<file path="src/hdl/eil_pkg.sv">
// Package: register map, field positions and reset values of the block
package eil_pkg;
  localparam int unsigned         EIL_ADDR_W          = 4;
  // Register byte offsets
  localparam logic [3:0]          EIL_OFF_STATUS_CTRL = 4'h0;
  localparam logic [3:0]          EIL_OFF_BREAK_CTRL  = 4'h4;
  localparam logic [3:0]          EIL_OFF_VECTOR      = 4'h8;
  // Status/control field positions
  localparam int unsigned         EIL_BIT_MODE        = 0;
  localparam int unsigned         EIL_BIT_MASK        = 1;
  localparam int unsigned         EIL_BIT_ACK         = 2;
  localparam int unsigned         EIL_BIT_PEND        = 3;
  localparam int unsigned         EIL_BIT_PIN         = 4;
  // Break control field position
  localparam int unsigned         EIL_BIT_BCE         = 0;
  // Reset values
  localparam logic                EIL_RST_MODE        = 1'b0;
  localparam logic                EIL_RST_MASK        = 1'b0;
  localparam logic                EIL_RST_BCE         = 1'b0;
  // Fixed vector locations
  localparam logic [15:0]         EIL_VEC_ADDR_HI     = 16'hFFFA;
  localparam logic [15:0]         EIL_VEC_ADDR_LO     = 16'hFFFB;
  // AXI responses
  localparam logic [1:0]          EIL_RESP_OKAY       = 2'h0;
  localparam logic [1:0]          EIL_RESP_SLVERR     = 2'h2;
endpackage

</file>
<file path="src/hdl/eil_pin_sync.sv">
// Two-stage synchroniser with falling-edge detection for the interrupt pin
`timescale 1ns/1ps
module eil_pin_sync
  import eil_pkg::*;
(
  input  wire logic aclk,
  input  wire logic aresetn,
  input  wire logic pin_n,
  output logic      pin_level,
  output logic      fall_pulse
);
  logic meta_reg;
  logic meta_next;
  logic sync_reg;
  logic sync_next;
  logic prev_reg;
  logic prev_next;
  logic meta_ok_reg;
  logic meta_ok_next;
  logic sync_ok_reg;
  logic sync_ok_next;

  // Level stages reset to the pin's idle high; the previous-sample stage
  // only takes real samples, so a pin held low across reset gives no false
  // falling edge. Limitation: a fall within one edge of release is missed.
  always_comb
  begin
    meta_next    = pin_n;
    sync_next    = meta_reg;
    meta_ok_next = 1'b1;
    sync_ok_next = meta_ok_reg;
    prev_next    = sync_reg & sync_ok_reg;
  end

  always_ff @(posedge aclk)
  begin
    if (!aresetn)
    begin
      meta_reg    <= 1'b1;
      sync_reg    <= 1'b1;
      prev_reg    <= 1'b0;
      meta_ok_reg <= 1'b0;
      sync_ok_reg <= 1'b0;
    end
    else
    begin
      meta_reg    <= meta_next;
      sync_reg    <= sync_next;
      prev_reg    <= prev_next;
      meta_ok_reg <= meta_ok_next;
      sync_ok_reg <= sync_ok_next;
    end
  end

  assign pin_level  = sync_reg;
  assign fall_pulse = prev_reg & ~sync_reg;
endmodule

</file>
<file path="src/hdl/eil_axil_slave.sv">
// AXI4-Lite slave front end: one write and one read at a time
`timescale 1ns/1ps
module eil_axil_slave
  import eil_pkg::*;
(
  input  wire logic                  aclk,
  input  wire logic                  aresetn,
  input  wire logic [EIL_ADDR_W-1:0] s_axi_awaddr,
  input  wire logic                  s_axi_awvalid,
  output logic                       s_axi_awready,
  input  wire logic [31:0]           s_axi_wdata,
  input  wire logic [3:0]            s_axi_wstrb,
  input  wire logic                  s_axi_wvalid,
  output logic                       s_axi_wready,
  output logic [1:0]                 s_axi_bresp,
  output logic                       s_axi_bvalid,
  input  wire logic                  s_axi_bready,
  input  wire logic [EIL_ADDR_W-1:0] s_axi_araddr,
  input  wire logic                  s_axi_arvalid,
  output logic                       s_axi_arready,
  output logic [31:0]                s_axi_rdata,
  output logic [1:0]                 s_axi_rresp,
  output logic                       s_axi_rvalid,
  input  wire logic                  s_axi_rready,
  output logic                       wr_en,
  output logic [EIL_ADDR_W-1:0]      wr_addr,
  output logic [31:0]                wr_data,
  output logic [3:0]                 wr_strb,
  input  wire logic                  wr_err,
  output logic                       rd_en,
  output logic [EIL_ADDR_W-1:0]      rd_addr,
  input  wire logic [31:0]           rd_data,
  input  wire logic                  rd_err
);
  logic                  aw_have_reg;
  logic                  aw_have_next;
  logic [EIL_ADDR_W-1:0] aw_addr_reg;
  logic [EIL_ADDR_W-1:0] aw_addr_next;
  logic                  w_have_reg;
  logic                  w_have_next;
  logic [31:0]           w_data_reg;
  logic [31:0]           w_data_next;
  logic [3:0]            w_strb_reg;
  logic [3:0]            w_strb_next;
  logic                  bvalid_reg;
  logic                  bvalid_next;
  logic [1:0]            bresp_reg;
  logic [1:0]            bresp_next;
  logic                  rvalid_reg;
  logic                  rvalid_next;
  logic [31:0]           rdata_reg;
  logic [31:0]           rdata_next;
  logic [1:0]            rresp_reg;
  logic [1:0]            rresp_next;

  // Address and data are taken in either order, each held until both are in
  assign s_axi_awready = ~aw_have_reg & ~bvalid_reg;
  assign s_axi_wready  = ~w_have_reg & ~bvalid_reg;
  assign s_axi_arready = ~rvalid_reg;
  assign wr_en         = aw_have_reg & w_have_reg & ~bvalid_reg;
  assign wr_addr       = aw_addr_reg;
  assign wr_data       = w_data_reg;
  assign wr_strb       = w_strb_reg;
  assign rd_en         = s_axi_arvalid & s_axi_arready;
  assign rd_addr       = s_axi_araddr;
  assign s_axi_bvalid  = bvalid_reg;
  assign s_axi_bresp   = bresp_reg;
  assign s_axi_rvalid  = rvalid_reg;
  assign s_axi_rdata   = rdata_reg;
  assign s_axi_rresp   = rresp_reg;

  always_comb
  begin
    aw_have_next = aw_have_reg;
    aw_addr_next = aw_addr_reg;
    w_have_next  = w_have_reg;
    w_data_next  = w_data_reg;
    w_strb_next  = w_strb_reg;
    bvalid_next  = bvalid_reg;
    bresp_next   = bresp_reg;
    rvalid_next  = rvalid_reg;
    rdata_next   = rdata_reg;
    rresp_next   = rresp_reg;
    if (s_axi_awvalid && s_axi_awready)
    begin
      aw_have_next = 1'b1;
      aw_addr_next = s_axi_awaddr;
    end
    if (s_axi_wvalid && s_axi_wready)
    begin
      w_have_next = 1'b1;
      w_data_next = s_axi_wdata;
      w_strb_next = s_axi_wstrb;
    end
    if (wr_en)
    begin
      aw_have_next = 1'b0;
      w_have_next  = 1'b0;
      bvalid_next  = 1'b1;
      bresp_next   = wr_err ? EIL_RESP_SLVERR : EIL_RESP_OKAY;
    end
    else if (bvalid_reg && s_axi_bready)
    begin
      bvalid_next = 1'b0;
    end
    if (rd_en)
    begin
      rvalid_next = 1'b1;
      rdata_next  = rd_data;
      rresp_next  = rd_err ? EIL_RESP_SLVERR : EIL_RESP_OKAY;
    end
    else if (rvalid_reg && s_axi_rready)
    begin
      rvalid_next = 1'b0;
    end
  end

  always_ff @(posedge aclk)
  begin
    if (!aresetn)
    begin
      aw_have_reg <= 1'b0;
      aw_addr_reg <= '0;
      w_have_reg  <= 1'b0;
      w_data_reg  <= 32'h0000_0000;
      w_strb_reg  <= 4'h0;
      bvalid_reg  <= 1'b0;
      bresp_reg   <= EIL_RESP_OKAY;
      rvalid_reg  <= 1'b0;
      rdata_reg   <= 32'h0000_0000;
      rresp_reg   <= EIL_RESP_OKAY;
    end
    else
    begin
      aw_have_reg <= aw_have_next;
      aw_addr_reg <= aw_addr_next;
      w_have_reg  <= w_have_next;
      w_data_reg  <= w_data_next;
      w_strb_reg  <= w_strb_next;
      bvalid_reg  <= bvalid_next;
      bresp_reg   <= bresp_next;
      rvalid_reg  <= rvalid_next;
      rdata_reg   <= rdata_next;
      rresp_reg   <= rresp_next;
    end
  end
endmodule

</file>
<file path="src/hdl/eil_top.sv">
// External interrupt latch: trigger, acknowledge, mask and register file
// Notes on behaviour
// - A low on the interrupt pin sets the latch per trigger mode.
// - A CPU vector fetch acknowledge clears the latch.
// - Writing one to the acknowledge bit clears the latch.
// - Reset clears latch and trigger mode, even with pin held low.
// - Edge-only mode: any acknowledge clears the request at once.
// - Edge-and-level mode: clears after acknowledge and pin high, any order.
// - Edge-and-level mode: request stays pending while the pin is low.
// - Mask set withholds the request from priority logic.
// - Pending flag shows the latch regardless of mask.
// - A falling edge after an acknowledge latches a new request.
// - Serviced request takes its vector from the two fixed locations.
// - Break-clear enable one lets break-state acknowledges clear the latch.
// - Break-clear enable zero makes break-state acknowledge-bit writes do nothing.
// - Raw pin level is offered to branch-on-pin instructions.
// - Acknowledge bit is write-only, reads zero, reset clears it.
// - Writing one to the mask bit disables requests; reset clears it.
`timescale 1ns/1ps
module eil_top
  import eil_pkg::*;
(
  input  wire logic                  aclk,
  input  wire logic                  aresetn,
  input  wire logic                  ext_int_pin_n,
  input  wire logic                  vector_fetch_ack,
  input  wire logic                  break_state,
  output logic                       ext_int_request,
  output logic                       ext_int_pin_level,
  output logic [15:0]                vector_addr_hi,
  output logic [15:0]                vector_addr_lo,
  input  wire logic [EIL_ADDR_W-1:0] s_axi_awaddr,
  input  wire logic                  s_axi_awvalid,
  output logic                       s_axi_awready,
  input  wire logic [31:0]           s_axi_wdata,
  input  wire logic [3:0]            s_axi_wstrb,
  input  wire logic                  s_axi_wvalid,
  output logic                       s_axi_wready,
  output logic [1:0]                 s_axi_bresp,
  output logic                       s_axi_bvalid,
  input  wire logic                  s_axi_bready,
  input  wire logic [EIL_ADDR_W-1:0] s_axi_araddr,
  input  wire logic                  s_axi_arvalid,
  output logic                       s_axi_arready,
  output logic [31:0]                s_axi_rdata,
  output logic [1:0]                 s_axi_rresp,
  output logic                       s_axi_rvalid,
  input  wire logic                  s_axi_rready
);
  logic                  pin_level;
  logic                  fall_pulse;
  logic                  wr_en;
  logic [EIL_ADDR_W-1:0] wr_addr;
  logic [31:0]           wr_data;
  logic [3:0]            wr_strb;
  logic                  wr_err;
  logic                  rd_en;
  logic [EIL_ADDR_W-1:0] rd_addr;
  logic [31:0]           rd_data;
  logic                  rd_err;

  logic                  mode_reg;
  logic                  mode_next;
  logic                  mask_reg;
  logic                  mask_next;
  logic                  bce_reg;
  logic                  bce_next;
  logic                  latch_reg;
  logic                  latch_next;
  logic                  acked_reg;
  logic                  acked_next;

  logic                  sw_ack;
  logic                  any_ack;
  logic                  set_evt;
  logic                  wr_status;
  logic                  wr_break;
  logic                  ack_allowed;

  // Register decode, shared by the write and read paths
  function automatic logic is_mapped(input logic [EIL_ADDR_W-1:0] a);
    is_mapped = (a == EIL_OFF_STATUS_CTRL) || (a == EIL_OFF_BREAK_CTRL) ||
                (a == EIL_OFF_VECTOR);
  endfunction

  // Write of byte lane 0 to one register; only that lane holds defined bits
  function automatic logic lane0_write(input logic                  en,
                                       input logic [3:0]            strb,
                                       input logic [EIL_ADDR_W-1:0] a,
                                       input logic [EIL_ADDR_W-1:0] off);
    lane0_write = en && strb[0] && (a == off);
  endfunction

  eil_pin_sync u_sync (
    .aclk       (aclk),
    .aresetn    (aresetn),
    .pin_n      (ext_int_pin_n),
    .pin_level  (pin_level),
    .fall_pulse (fall_pulse)
  );

  eil_axil_slave u_bus (
    .aclk          (aclk),
    .aresetn       (aresetn),
    .s_axi_awaddr  (s_axi_awaddr),
    .s_axi_awvalid (s_axi_awvalid),
    .s_axi_awready (s_axi_awready),
    .s_axi_wdata   (s_axi_wdata),
    .s_axi_wstrb   (s_axi_wstrb),
    .s_axi_wvalid  (s_axi_wvalid),
    .s_axi_wready  (s_axi_wready),
    .s_axi_bresp   (s_axi_bresp),
    .s_axi_bvalid  (s_axi_bvalid),
    .s_axi_bready  (s_axi_bready),
    .s_axi_araddr  (s_axi_araddr),
    .s_axi_arvalid (s_axi_arvalid),
    .s_axi_arready (s_axi_arready),
    .s_axi_rdata   (s_axi_rdata),
    .s_axi_rresp   (s_axi_rresp),
    .s_axi_rvalid  (s_axi_rvalid),
    .s_axi_rready  (s_axi_rready),
    .wr_en         (wr_en),
    .wr_addr       (wr_addr),
    .wr_data       (wr_data),
    .wr_strb       (wr_strb),
    .wr_err        (wr_err),
    .rd_en         (rd_en),
    .rd_addr       (rd_addr),
    .rd_data       (rd_data),
    .rd_err        (rd_err)
  );

  assign wr_err = ~is_mapped(wr_addr);
  assign rd_err = ~is_mapped(rd_addr);

  assign wr_status = lane0_write(wr_en, wr_strb, wr_addr, EIL_OFF_STATUS_CTRL);
  assign wr_break  = lane0_write(wr_en, wr_strb, wr_addr, EIL_OFF_BREAK_CTRL);

  // Acknowledge bit has no storage: a write of one is a single-cycle strobe.
  // In break state it is dropped unless break-clear is enabled, so a
  // debugger poking the status word cannot lose a pending event.
  assign ack_allowed = !break_state || bce_reg;
  assign sw_ack      = wr_status && wr_data[EIL_BIT_ACK] &&
                       ack_allowed;
  assign any_ack     = sw_ack | vector_fetch_ack;

  // Edge mode sets on falling edge only; level mode also on a held low
  assign set_evt = fall_pulse | (mode_reg & ~pin_level);

  // Control group: trigger mode, mask and break-clear enable
  always_comb
  begin
    mode_next = mode_reg;
    mask_next = mask_reg;
    bce_next  = bce_reg;
    if (wr_status)
    begin
      mode_next = wr_data[EIL_BIT_MODE];
      mask_next = wr_data[EIL_BIT_MASK];
    end
    if (wr_break)
    begin
      bce_next = wr_data[EIL_BIT_BCE];
    end
  end

  always_ff @(posedge aclk)
  begin
    if (!aresetn)
    begin
      mode_reg <= EIL_RST_MODE;
      mask_reg <= EIL_RST_MASK;
      bce_reg  <= EIL_RST_BCE;
    end
    else
    begin
      mode_reg <= mode_next;
      mask_reg <= mask_next;
      bce_reg  <= bce_next;
    end
  end

  // Latch group: the request latch and the level-mode acknowledge memory
  always_comb
  begin
    latch_next = latch_reg;
    acked_next = acked_reg;
    if (latch_reg && any_ack)
    begin
      acked_next = 1'b1;
    end
    if (mode_reg)
    begin
      // Clear once acknowledged and the pin is back high, in either order
      if ((acked_reg || any_ack) && pin_level)
      begin
        latch_next = 1'b0;
        acked_next = 1'b0;
      end
      if (!pin_level)
      begin
        latch_next = 1'b1;
      end
    end
    else
    begin
      acked_next = 1'b0;
      if (any_ack)
      begin
        latch_next = 1'b0;
      end
    end
    // A new edge beats a clear in the same cycle so no event is lost
    if (set_evt && !(mode_reg && acked_reg))
    begin
      latch_next = 1'b1;
    end
    if (fall_pulse)
    begin
      latch_next = 1'b1;
      acked_next = 1'b0;
    end
  end

  always_ff @(posedge aclk)
  begin
    if (!aresetn)
    begin
      latch_reg <= 1'b0;
      acked_reg <= 1'b0;
    end
    else
    begin
      latch_reg <= latch_next;
      acked_reg <= acked_next;
    end
  end

  // CPU global mask is applied downstream in the CPU itself
  assign ext_int_request   = latch_reg & ~mask_reg;
  assign ext_int_pin_level = pin_level;
  assign vector_addr_hi    = EIL_VEC_ADDR_HI;
  assign vector_addr_lo    = EIL_VEC_ADDR_LO;

  always_comb
  begin
    rd_data = 32'h0000_0000;
    case (rd_addr)
      EIL_OFF_STATUS_CTRL:
      begin
        rd_data[EIL_BIT_MODE] = mode_reg;
        rd_data[EIL_BIT_MASK] = mask_reg;
        rd_data[EIL_BIT_ACK]  = 1'b0;
        rd_data[EIL_BIT_PEND] = latch_reg;
        rd_data[EIL_BIT_PIN]  = pin_level;
      end
      EIL_OFF_BREAK_CTRL:
      begin
        rd_data[EIL_BIT_BCE] = bce_reg;
      end
      EIL_OFF_VECTOR:
      begin
        rd_data = {EIL_VEC_ADDR_HI, EIL_VEC_ADDR_LO};
      end
      default:
      begin
        rd_data = 32'h0000_0000;
      end
    endcase
  end
endmodule

</file>
<file path="config.mk">
export PLATFORM = sky130hd
export DESIGN_NAME = eil_top
export DESIGN_NICKNAME = d
export VERILOG_FILES = /design/src/hdl/eil_pkg.sv /design/src/hdl/eil_pin_sync.sv /design/src/hdl/eil_axil_slave.sv /design/src/hdl/eil_top.sv
export SDC_FILE = /design/constraint.sdc
export NUM_CORES = 1
export LEC_CHECK = 0
export BUFFER_PORTS_ARGS = -buffer_cell sky130_fd_sc_hd__buf_2
export CORE_ASPECT_RATIO = 2
export CORE_MARGIN = 2
export CORE_UTILIZATION = 35
export DETAILED_ROUTE_END_ITERATION = 12
export PLACE_DENSITY = 0.87
export SLEW_MARGIN = 20
export SYNTH_ARGS = -nofsm -noshare
export SYNTH_HDL_FRONTEND = slang
export SYNTH_SLANG_ARGS = --single-unit
</file>
<file path="constraint.sdc">
create_clock -name aclk -period 1.7 [get_ports aclk]
set_clock_uncertainty 0.2 [all_clocks]
set_input_delay 0.085 -clock aclk [delete_from_list [all_inputs] [get_ports aclk]]
set_output_delay 0.085 -clock aclk [all_outputs]
set_load 0.02 [all_outputs]
</file>
==> Implementation_results.wiki, run 1 <==
{| class="wikitable"
! Metric !! Value
|-
| Num ports || 129
|-
| Number of global-route vias before repair || 1171
|-
| Type of the tightest min-delay check || primary input to flop
|-
| Number of antenna violations at the first check in global routing || 0
|-
| Clock latency on the worst-skew pair || 0.28 ns
|-
| I/O Buffers || 59
|-
| Post-layout minimum cycle time || 1.897 ns
|-
| Number of remaining DRC errors || 0
|-
| Aggregate global routing overflow || 0
|-
| Clock tree from TritonCTS || built
|-
| Clock slew at reported path FFs || approximately 0.060 ns
|-
| Failing checks || setup timing
|-
| Floorplan core area || 4554 µm²
|-
| CP peak stage delay || 0.54 ns
|-
| Die height || 100.3 µm
|-
| Synth top area cells || sky130_fd_sc_hd__dfxtp_1, sky130_fd_sc_hd__buf_4, sky130_fd_sc_hd__mux2i_1
|-
| Primary FF master, synth || sky130_fd_sc_hd__dfxtp_1
|-
| Kind of capture point of the worst setup path || flop
|-
| CTS buffer count || 5
|-
| Dominant cell by count in the synthesized netlist || sky130_fd_sc_hd__buf_4
|-
| HPWL after detailed placement || 2.370 mm
|-
| Share of final-layout standard cells stronger than drive strength 1 || 32.94%
|-
| Critical path class || flop to flop
|-
| Count of final setup violators || 4
|-
| GRT Overall Usage || 13.77%
|-
| Clock Sinks || 29
|-
| Library cell contributing the largest single delay on the critical path || sky130_fd_sc_hd__or4b_4
|-
| Unrepaired setup endpoints after global routing || true
|-
| Final Power || roughly 1.7 mW
|-
| Maxcap violations || 0
|-
| Clock Tree Buf Depth || 2
|-
| Maximum level of the CTS H-tree || 2
|-
| Number of nets at the end of the flow || between 300 and 400
|-
| Max-slew violation count || 0
|-
| Gate Count Post-Synth || 185
|-
| Count of standard-cell rows || 35
|-
| Non-Filler Cell Area, Final || 2056 µm²
|-
| Die Span X || 52.15 µm
|-
| Library cell with the largest summed area after synthesis || sky130_fd_sc_hd__dfxtp_1
|-
| Standby leakage power || 1.050 nW
|-
| Flop and latch count out of synthesis || 29
|-
| Number of iterations in the first detailed-routing pass || 4
|-
| Post-synthesis instance area || approximately 1600 µm²
|-
| Number of setup buffers added after CTS || 0
|-
| Layout fillers || slightly above 400
|-
| Global-route wire length before repair || 5.257 mm
|-
| Power density over the cells || 811.9 nW/µm²
|-
| Final Hold Violating Endpoints || 0
|-
| Placement Cell Area || 1719 µm²
|-
| Post-Place Worst Slack || -0.1779 ns
|-
| Largest register FFs || 5
|-
| CTS Root Cell || sky130_fd_sc_hd__clkbuf_8
|-
| Avg Synthesized Cell Area || 8.772 µm²
|-
| First-iteration detailed-routing DRC count || 26
|-
| Synth async-reset ratio || 0%
|-
| FMAX || 527.2 MHz
|-
| Vias || 1342
|-
| Number of antenna repair diodes || 0
|-
| Number of cells on the worst reg-to-reg path || 4
|-
| Worst path required time || roughly 1.7 ns
|-
| Gpl congestion || 0.7116
|-
| Final critical-path share of the clock period || 111.6%
|-
| Cells on Worst Hold Path || 5
|-
| Residual antenna-violating net count after detailed routing || 0
|-
| Top-area cell type share of the netlist area || 35.77%
|-
| Post-Route WL || 3.420 mm
|-
| Area delta synth->final || 26.68%
|-
| Sequential cell area fraction in the yosys report || 35.77%
|-
| CP max FO || 2
|-
| Slew HR || 58.68%
|-
| Peak supply drop || 558.6 µV
|-
| Area of the die || 5230 µm²
|-
| Slew at the pin with the worst max-slew slack || ~0.60 ns
|-
| Top post-synthesis cells by count || sky130_fd_sc_hd__buf_4, sky130_fd_sc_hd__dfxtp_1, sky130_fd_sc_hd__nor2b_1, sky130_fd_sc_hd__mux2i_1, sky130_fd_sc_hd__o21ai_0
|-
| Maximum number of pins on one net before global-route repair || 26
|-
| Effective utilization at floorplan || 35.63%
|-
| Number of synthesized flops with an enable pin || 0
|-
| Yosys cell types || 30
|-
| Detailed-route wire length per cell || between 10 and 15 µm
|-
| Kind of start point of the critical path || flop
|-
| Crit path DAT || 1.93 ns
|-
| Result of the run || complete, but fails checks
|-
| CP cell instances || or4b_4 -> or3_4 -> o31ai_4 -> and4_1
|-
| Number of warnings reported in the yosys synthesis log || 0
|-
| Routed via count divided by cell count || about 4.4
|-
| Final setup slack of the worst path || -0.1967 ns
|}
==> power by group <==
group	internal (mW)	switching, mW	total, mW
clock network	0.365	0.258	0.623
registers	0.711	0.0219	0.733
logic	0.126	0.186	0.312
total	1.20	0.467	1.67
==> kinds of logic after synthesis <==
kind of cell / Yosys count / share of synthesized area, %
and+or+nand+nor: 45 / 15.50
muxes: 10 / 6.168
buffers and inverters: 74 / 31.30
DFF: 29 / 35.78
AOI/OAI and AO/OA: 25 / 10.79
other: 2 / 0.4628
==> repair_timing <==
| action | 4_1_cts | 5_1_grt |
|---|---|---|
| pin swaps | 0 | 1 |
| resized for setup | 1 | 4 |
| hold buffers | 21 | 0 |
| gates cloned | 0 | 0 |
| endpoints found under the hold margin | 21 | 0 |
| setup endpoints to repair | 4 | 7 |
==> worst max-delay path: cells and delay by family, from the launching register on <==
kind	cells	cell delay (ns)
AOI/OAI and AO/OA	1	0.22
and+or+nand+nor	3	1.10
DFF	1	0.32
==> per-layer routing <==
layer	vias to the layer above	track usage, %	wire length (µm)
met5	-	0	0
met4	0	8.284	88
met3	7	2.530	307
met2	82	26.78	1960
met1	614	12.12	1064
li1	639	-	-
==> metrics by stage <==
stage | utilization [%] | hold slack [ns] | TNS, ns | instances
3_5_place_dp | 37.75 | 0.07690 | -0.6399 | 278
4_1_cts | 44.70 | 0.08557 | -0.6449 | 307
5_1_grt | 45.14 | 0.1672 | -0.9324 | 307
3_3_place_gp | 37.75 | 0.08202 | -0.4493 | 278
2_1_floorplan | - | -0.08728 | -0.3675 | 220
6_report | 45.14 | 0.1224 | -0.7423 | 307
==> path summary, 6_finish.rpt <==
kind | from | to | slack [ns]
setup reg to reg | u_bus.wr_addr[3]$_SDFFE_PN0P_ | acked_reg$_SDFFE_PP0P_ | -0.20
hold reg to reg | u_sync.meta_reg$_SDFF_PN1_ | u_sync.pin_level$_SDFF_PN1_ | 0.21
setup / recovery | u_bus.wr_addr[3]$_SDFFE_PN0P_ | acked_reg$_SDFFE_PP0P_ | -0.20
hold / removal | break_state | latch_reg$_SDFFE_PN0P_ | 0.12
==> cells in the final DEF, fill, tap and decap left out, drive strengths merged, types with 2 or more instances in the layout <==
cell type	netlist	routed
a22oi	2	2
inv	7	7
o31ai	2	2
dlygate4sd3	0	21
dfxtp	29	29
nand2b	4	4
buf	62	70
o21ai	9	9
clkbuf	5	7
nand2	8	8
a21oi	2	2
o211a	3	3
and2	2	2
mux2i	10	10
conb	2	37
a21boi	4	4
nor2	7	7
nor2b	16	16
==> layout make-up <==
type                    count  area [µm²]  area share [%]
clock buffers               7       96.34           4.687
inverters                   7       26.28           1.278
clock inverters             1       5.005          0.2435
repair buffers             91       588.1           28.61
multi-input cells         117       689.4           33.54
well taps                  55       68.82           3.348
flip-flops and latches     29       581.8           28.30
(Power assumes the default switching activity.)
==> run 2: changes to the inputs <==
--- a/config.mk
+++ b/config.mk
@@ -6,11 +6,13 @@
 export NUM_CORES = 1
 export LEC_CHECK = 0
 export BUFFER_PORTS_ARGS = -buffer_cell sky130_fd_sc_hd__buf_2
+export CELL_PAD_IN_SITES_DETAIL_PLACEMENT = 1
+export CELL_PAD_IN_SITES_GLOBAL_PLACEMENT = 1
 export CORE_ASPECT_RATIO = 2
 export CORE_MARGIN = 2
-export CORE_UTILIZATION = 35
+export CORE_UTILIZATION = 26
 export DETAILED_ROUTE_END_ITERATION = 12
-export PLACE_DENSITY = 0.87
+export PLACE_DENSITY = 0.78
 export SLEW_MARGIN = 20
 export SYNTH_ARGS = -nofsm -noshare
 export SYNTH_HDL_FRONTEND = slang
==> constraint.sdc (replaced) <==
create_clock -name aclk -period 2 [get_ports aclk]
set_clock_uncertainty 0.2 [all_clocks]
set_input_delay 0.1 -clock aclk [delete_from_list [all_inputs] [get_ports aclk]]
set_output_delay 0.1 -clock aclk [all_outputs]
set_load 0.02 [all_outputs]
==> run 2 against run 1 <==
  * The flow now finishes without violations
  * Sequential power decreased by 15%
  * Critical endpoint unchanged
  * Critical path type unchanged
  * Non-clock buffer count down 11
  * Count of clock-buffer cells in the layout is the same
  * Fmax down 0.54%
  * Setup slack better by 0.29 ns
==> Implementation_results.wiki, run 2 (synthesis gave the netlist of run 1 again) <==
{| class="wikitable"
! Metric !! Value
|-
| Max-slew violation count || 0 (unchanged)
|-
| Area delta synth->final || 22.98%
|-
| Peak supply drop || 558.8 µV (about the same)
|-
| Worst path required time || 2.01 ns (+0.28 ns)
|-
| Result of the run || finished clean
|-
| Final critical-path share of the clock period || 95.35% (-16 points)
|-
| Start point of the critical path || u_bus.wr_addr[3]$_SDFFE_PN0P_
|-
| Power density over the cells || 795.9 nW/µm² (-2.0%)
|-
| Library cell contributing the largest single delay on the critical path || sky130_fd_sc_hd__or4b_4
|-
| Aggregate global routing overflow || 0 (unchanged)
|-
| Leading cell types in the layout, fill and taps excluded || sky130_fd_sc_hd__buf_2, sky130_fd_sc_hd__conb_1, sky130_fd_sc_hd__dfxtp_1
|-
| Maximum level of the CTS H-tree || 2 (unchanged)
|-
| Number of remaining DRC errors || 0 (unchanged)
|-
| HPWL after detailed placement || 2.726 mm (+15%)
|-
| Kind of start point of the critical path || flop
|-
| Slew at the pin with the worst max-slew slack || 0.5846 ns (-0.01960 ns)
|-
| Non-Filler Cell Area, Final || 1996 µm² (-2.9%)
|-
| Most common cell after layout, fill and taps aside || sky130_fd_sc_hd__buf_2
|-
| Crit path DAT || 1.92 ns (about the same)
|-
| Reg-to-reg slack, setup || 0.09 ns (+0.29 ns)
|-
| Total stage count of the critical path || 4 (unchanged)
|-
| Family with the most delay on the worst path || simple AND/OR/NAND/NOR gates
|-
| Number of antenna violations at the first check in global routing || 0 (unchanged)
|-
| Worst flop-to-flop path endpoint || acked_reg$_SDFFE_PP0P_
|-
| Residual antenna-violating net count after detailed routing || 0 (unchanged)
|-
| Placement Cell Area || 1684 µm² (-2.0%)
|-
| Area of the die || 6928 µm² (+32%)
|-
| Post-Place Worst Slack || 0.001612 ns (+0.1795 ns)
|-
| Number of antenna repair diodes || 0 (unchanged)
|-
| Count of final setup violators || 0 (-4)
|-
| Die height || 115.7 µm (+15%)
|-
| Standby leakage power || 1.015 nW (-3.4%)
|-
| Part of the power in combinational logic || 15.4% (-3.3 points)
|-
| Clock tree from TritonCTS || built
|-
| Routed via count divided by cell count || 4.119 (-5.8%)
|-
| Die Span X || 59.87 µm (+15%)
|-
| Start of the worst register-to-register path || u_bus.wr_addr[3]$_SDFFE_PN0P_
|-
| Critical path class || flop to flop
|-
| First-iteration detailed-routing DRC count || 9 (-65%)
|-
| Largest register FFs || 5 (unchanged)
|-
| Number of nets at the end of the flow || 294 (-3.6%)
|-
| Post-layout minimum cycle time || 1.907 ns (+0.01037 ns)
|-
| Final Hold Violating Endpoints || 0 (unchanged)
|-
| I/O Buffers || 59 (unchanged)
|-
| Type of the tightest min-delay check || primary input to flop
|-
| Maximum number of pins on one net before global-route repair || 31 (+19%)
|-
| GRT Overall Usage || 10.51% (-3.3 points)
|-
| Detailed-route wire length per cell || 11.61 µm (+4.3%)
|-
| Floorplan core area || 6006 µm² (+32%)
|-
| CTS Root Cell || sky130_fd_sc_hd__clkbuf_16
|-
| Maxcap violations || 0 (unchanged)
|-
| Number of global-route vias before repair || 1177 (+0.51%)
|-
| Power dissipated by switching net loads || 0.4028 mW (-14%)
|-
| CP max FO || 4 (+2)
|-
| Vias || 1248 (-7.0%)
|-
| Setup tns final || 0 ns (+0.7423 ns)
|-
| Number of iterations in the first detailed-routing pass || 4 (unchanged)
|-
| Clock Sinks || 29 (unchanged)
|-
| Switching portion of total power || 25.36% (-2.6 points)
|-
| Clock Tree Buf Depth || 2 (unchanged)
|-
| FMAX || 524.4 MHz (-0.54%)
|-
| Fraction of power consumed by sequential logic || 39.4% (-4.5 points)
|-
| Final setup slack of the worst path || 0.09293 ns (+0.2896 ns)
|-
| Share of final-layout standard cells stronger than drive strength 1 || 30.42% (-2.5 points)
|-
| Global-route wire length before repair || 5.368 mm (+2.1%)
|-
| Share of total power in the clock network || 45.2% (+7.9 points)
|-
| Count of standard-cell rows || 40 (+14%)
|-
| Bufs and invs on worst path || 0 (unchanged)
|-
| Num ports || 129 (unchanged)
|-
| Clock slew at reported path FFs || 0.05 ns (about the same)
|-
| CTS buffer count || 5 (unchanged)
|-
| Slew HR || 60.67% (+2.0 points)
|-
| Unrepaired setup endpoints after global routing || false
|-
| Post-Route WL || 3.519 mm (+2.9%)
|-
| Kind of capture point of the worst setup path || flop
|-
| Layout fillers || 732 (+77%)
|-
| CP cell instances || or4b_4 -> or3_4 -> o31ai_2 -> and4_1
|-
| Pint || 1.186 mW (-1.4%)
|-
| Worst setup path endpoint || acked_reg$_SDFFE_PP0P_
|-
| CP peak stage delay || 0.54 ns (about the same)
|-
| Gpl congestion || 0.6965 (-2.1%)
|-
| Effective utilization at floorplan || 27.02% (-8.6 points)
|-
| Clock latency on the worst-skew pair || 0.27 ns (about the same)
|-
| Number of cells on the worst reg-to-reg path || 4 (unchanged)
|-
| Number of setup buffers added after CTS || 0 (unchanged)
|}
-- run 2: worst min-delay path by stage --
stage	start	end	depth (start not counted)
after floorplan	aresetn	u_sync.meta_ok_reg$_DFF_P_	0
after detailed placement	ext_int_pin_n	u_sync.meta_reg$_SDFF_PN1_	2
final	s_axi_awvalid	u_bus.aw_have_reg$_SDFFE_PP0P_	3
after global placement	ext_int_pin_n	u_sync.meta_reg$_SDFF_PN1_	2
after CTS	s_axi_awvalid	u_bus.aw_have_reg$_SDFFE_PP0P_	3
after global routing	aresetn	u_sync.meta_ok_reg$_DFF_P_	1
-- run 2: stage by stage --
| stage | std cells | hold slack, ns | util (%) | total power [mW] |
|---|---|---|---|---|
| 2_1_floorplan | 220 | -0.07228 | - | 0.8495 |
| 3_3_place_gp | 280 | 0.09136 | 28.04 | 0.8493 |
| 6_report | 303 | 0.004859 | 33.23 | 1.588 |
| 5_1_grt | 303 | 0.03910 | 33.23 | 1.660 |
| 3_5_place_dp | 280 | 0.09596 | 28.04 | 0.8550 |
| 4_1_cts | 303 | 0.003381 | 33.17 | 1.606 |
-- run 2: repair_timing --
item                                   in CTS  in global routing
resized for setup                           1                  1
setup endpoints to repair                   1                  1
hold buffers                               16                  0
pin swaps                                   0                  1
endpoints found under the hold margin      14                  0
-- run 2: power by group through the flow --
stage / Clock (mW) / Combinational [mW] / Sequential (mW)
floorplan: 0 / 0.209 / 0.641
global placement: 0 / 0.214 / 0.636
detailed placement: 0 / 0.218 / 0.637
CTS: 0.736 / 0.244 / 0.626
global route: 0.763 / 0.268 / 0.629
finish: 0.719 / 0.244 / 0.625
-- run 2: layout make-up --
type                            instances  area [µm²]  share of cell area [%]
Clock buffer                            7       142.6                   7.147
Timing Repair Buffer                   80       493.0                   24.70
Sequential cell                        29       580.6                   29.09
Inverter                                7       26.28                   1.317
Tap cell                               63       78.83                   3.950
Multi-Input combinational cell        117       674.4                   33.79
-- run 2: metal layers --
metal  vias to the layer above  wire length (µm)  track usage, %  part of all wire, %
met3                         8               307           3.013                  8.7
met4                         0               104           5.630                  3.0
met2                        66              1896           19.71                   54
met5                         -                 0               0                    0
li1                        611                 -               -                    -
met1                       563              1210           9.560                   34
-- run 2: worst reg2reg max path, cell delays in order, from the launching register on --
cell	delay, ns
sky130_fd_sc_hd__dfxtp_1	0.32
sky130_fd_sc_hd__or4b_4	0.54
sky130_fd_sc_hd__or3_4	0.38
sky130_fd_sc_hd__o31ai_2	0.21
sky130_fd_sc_hd__and4_1	0.20
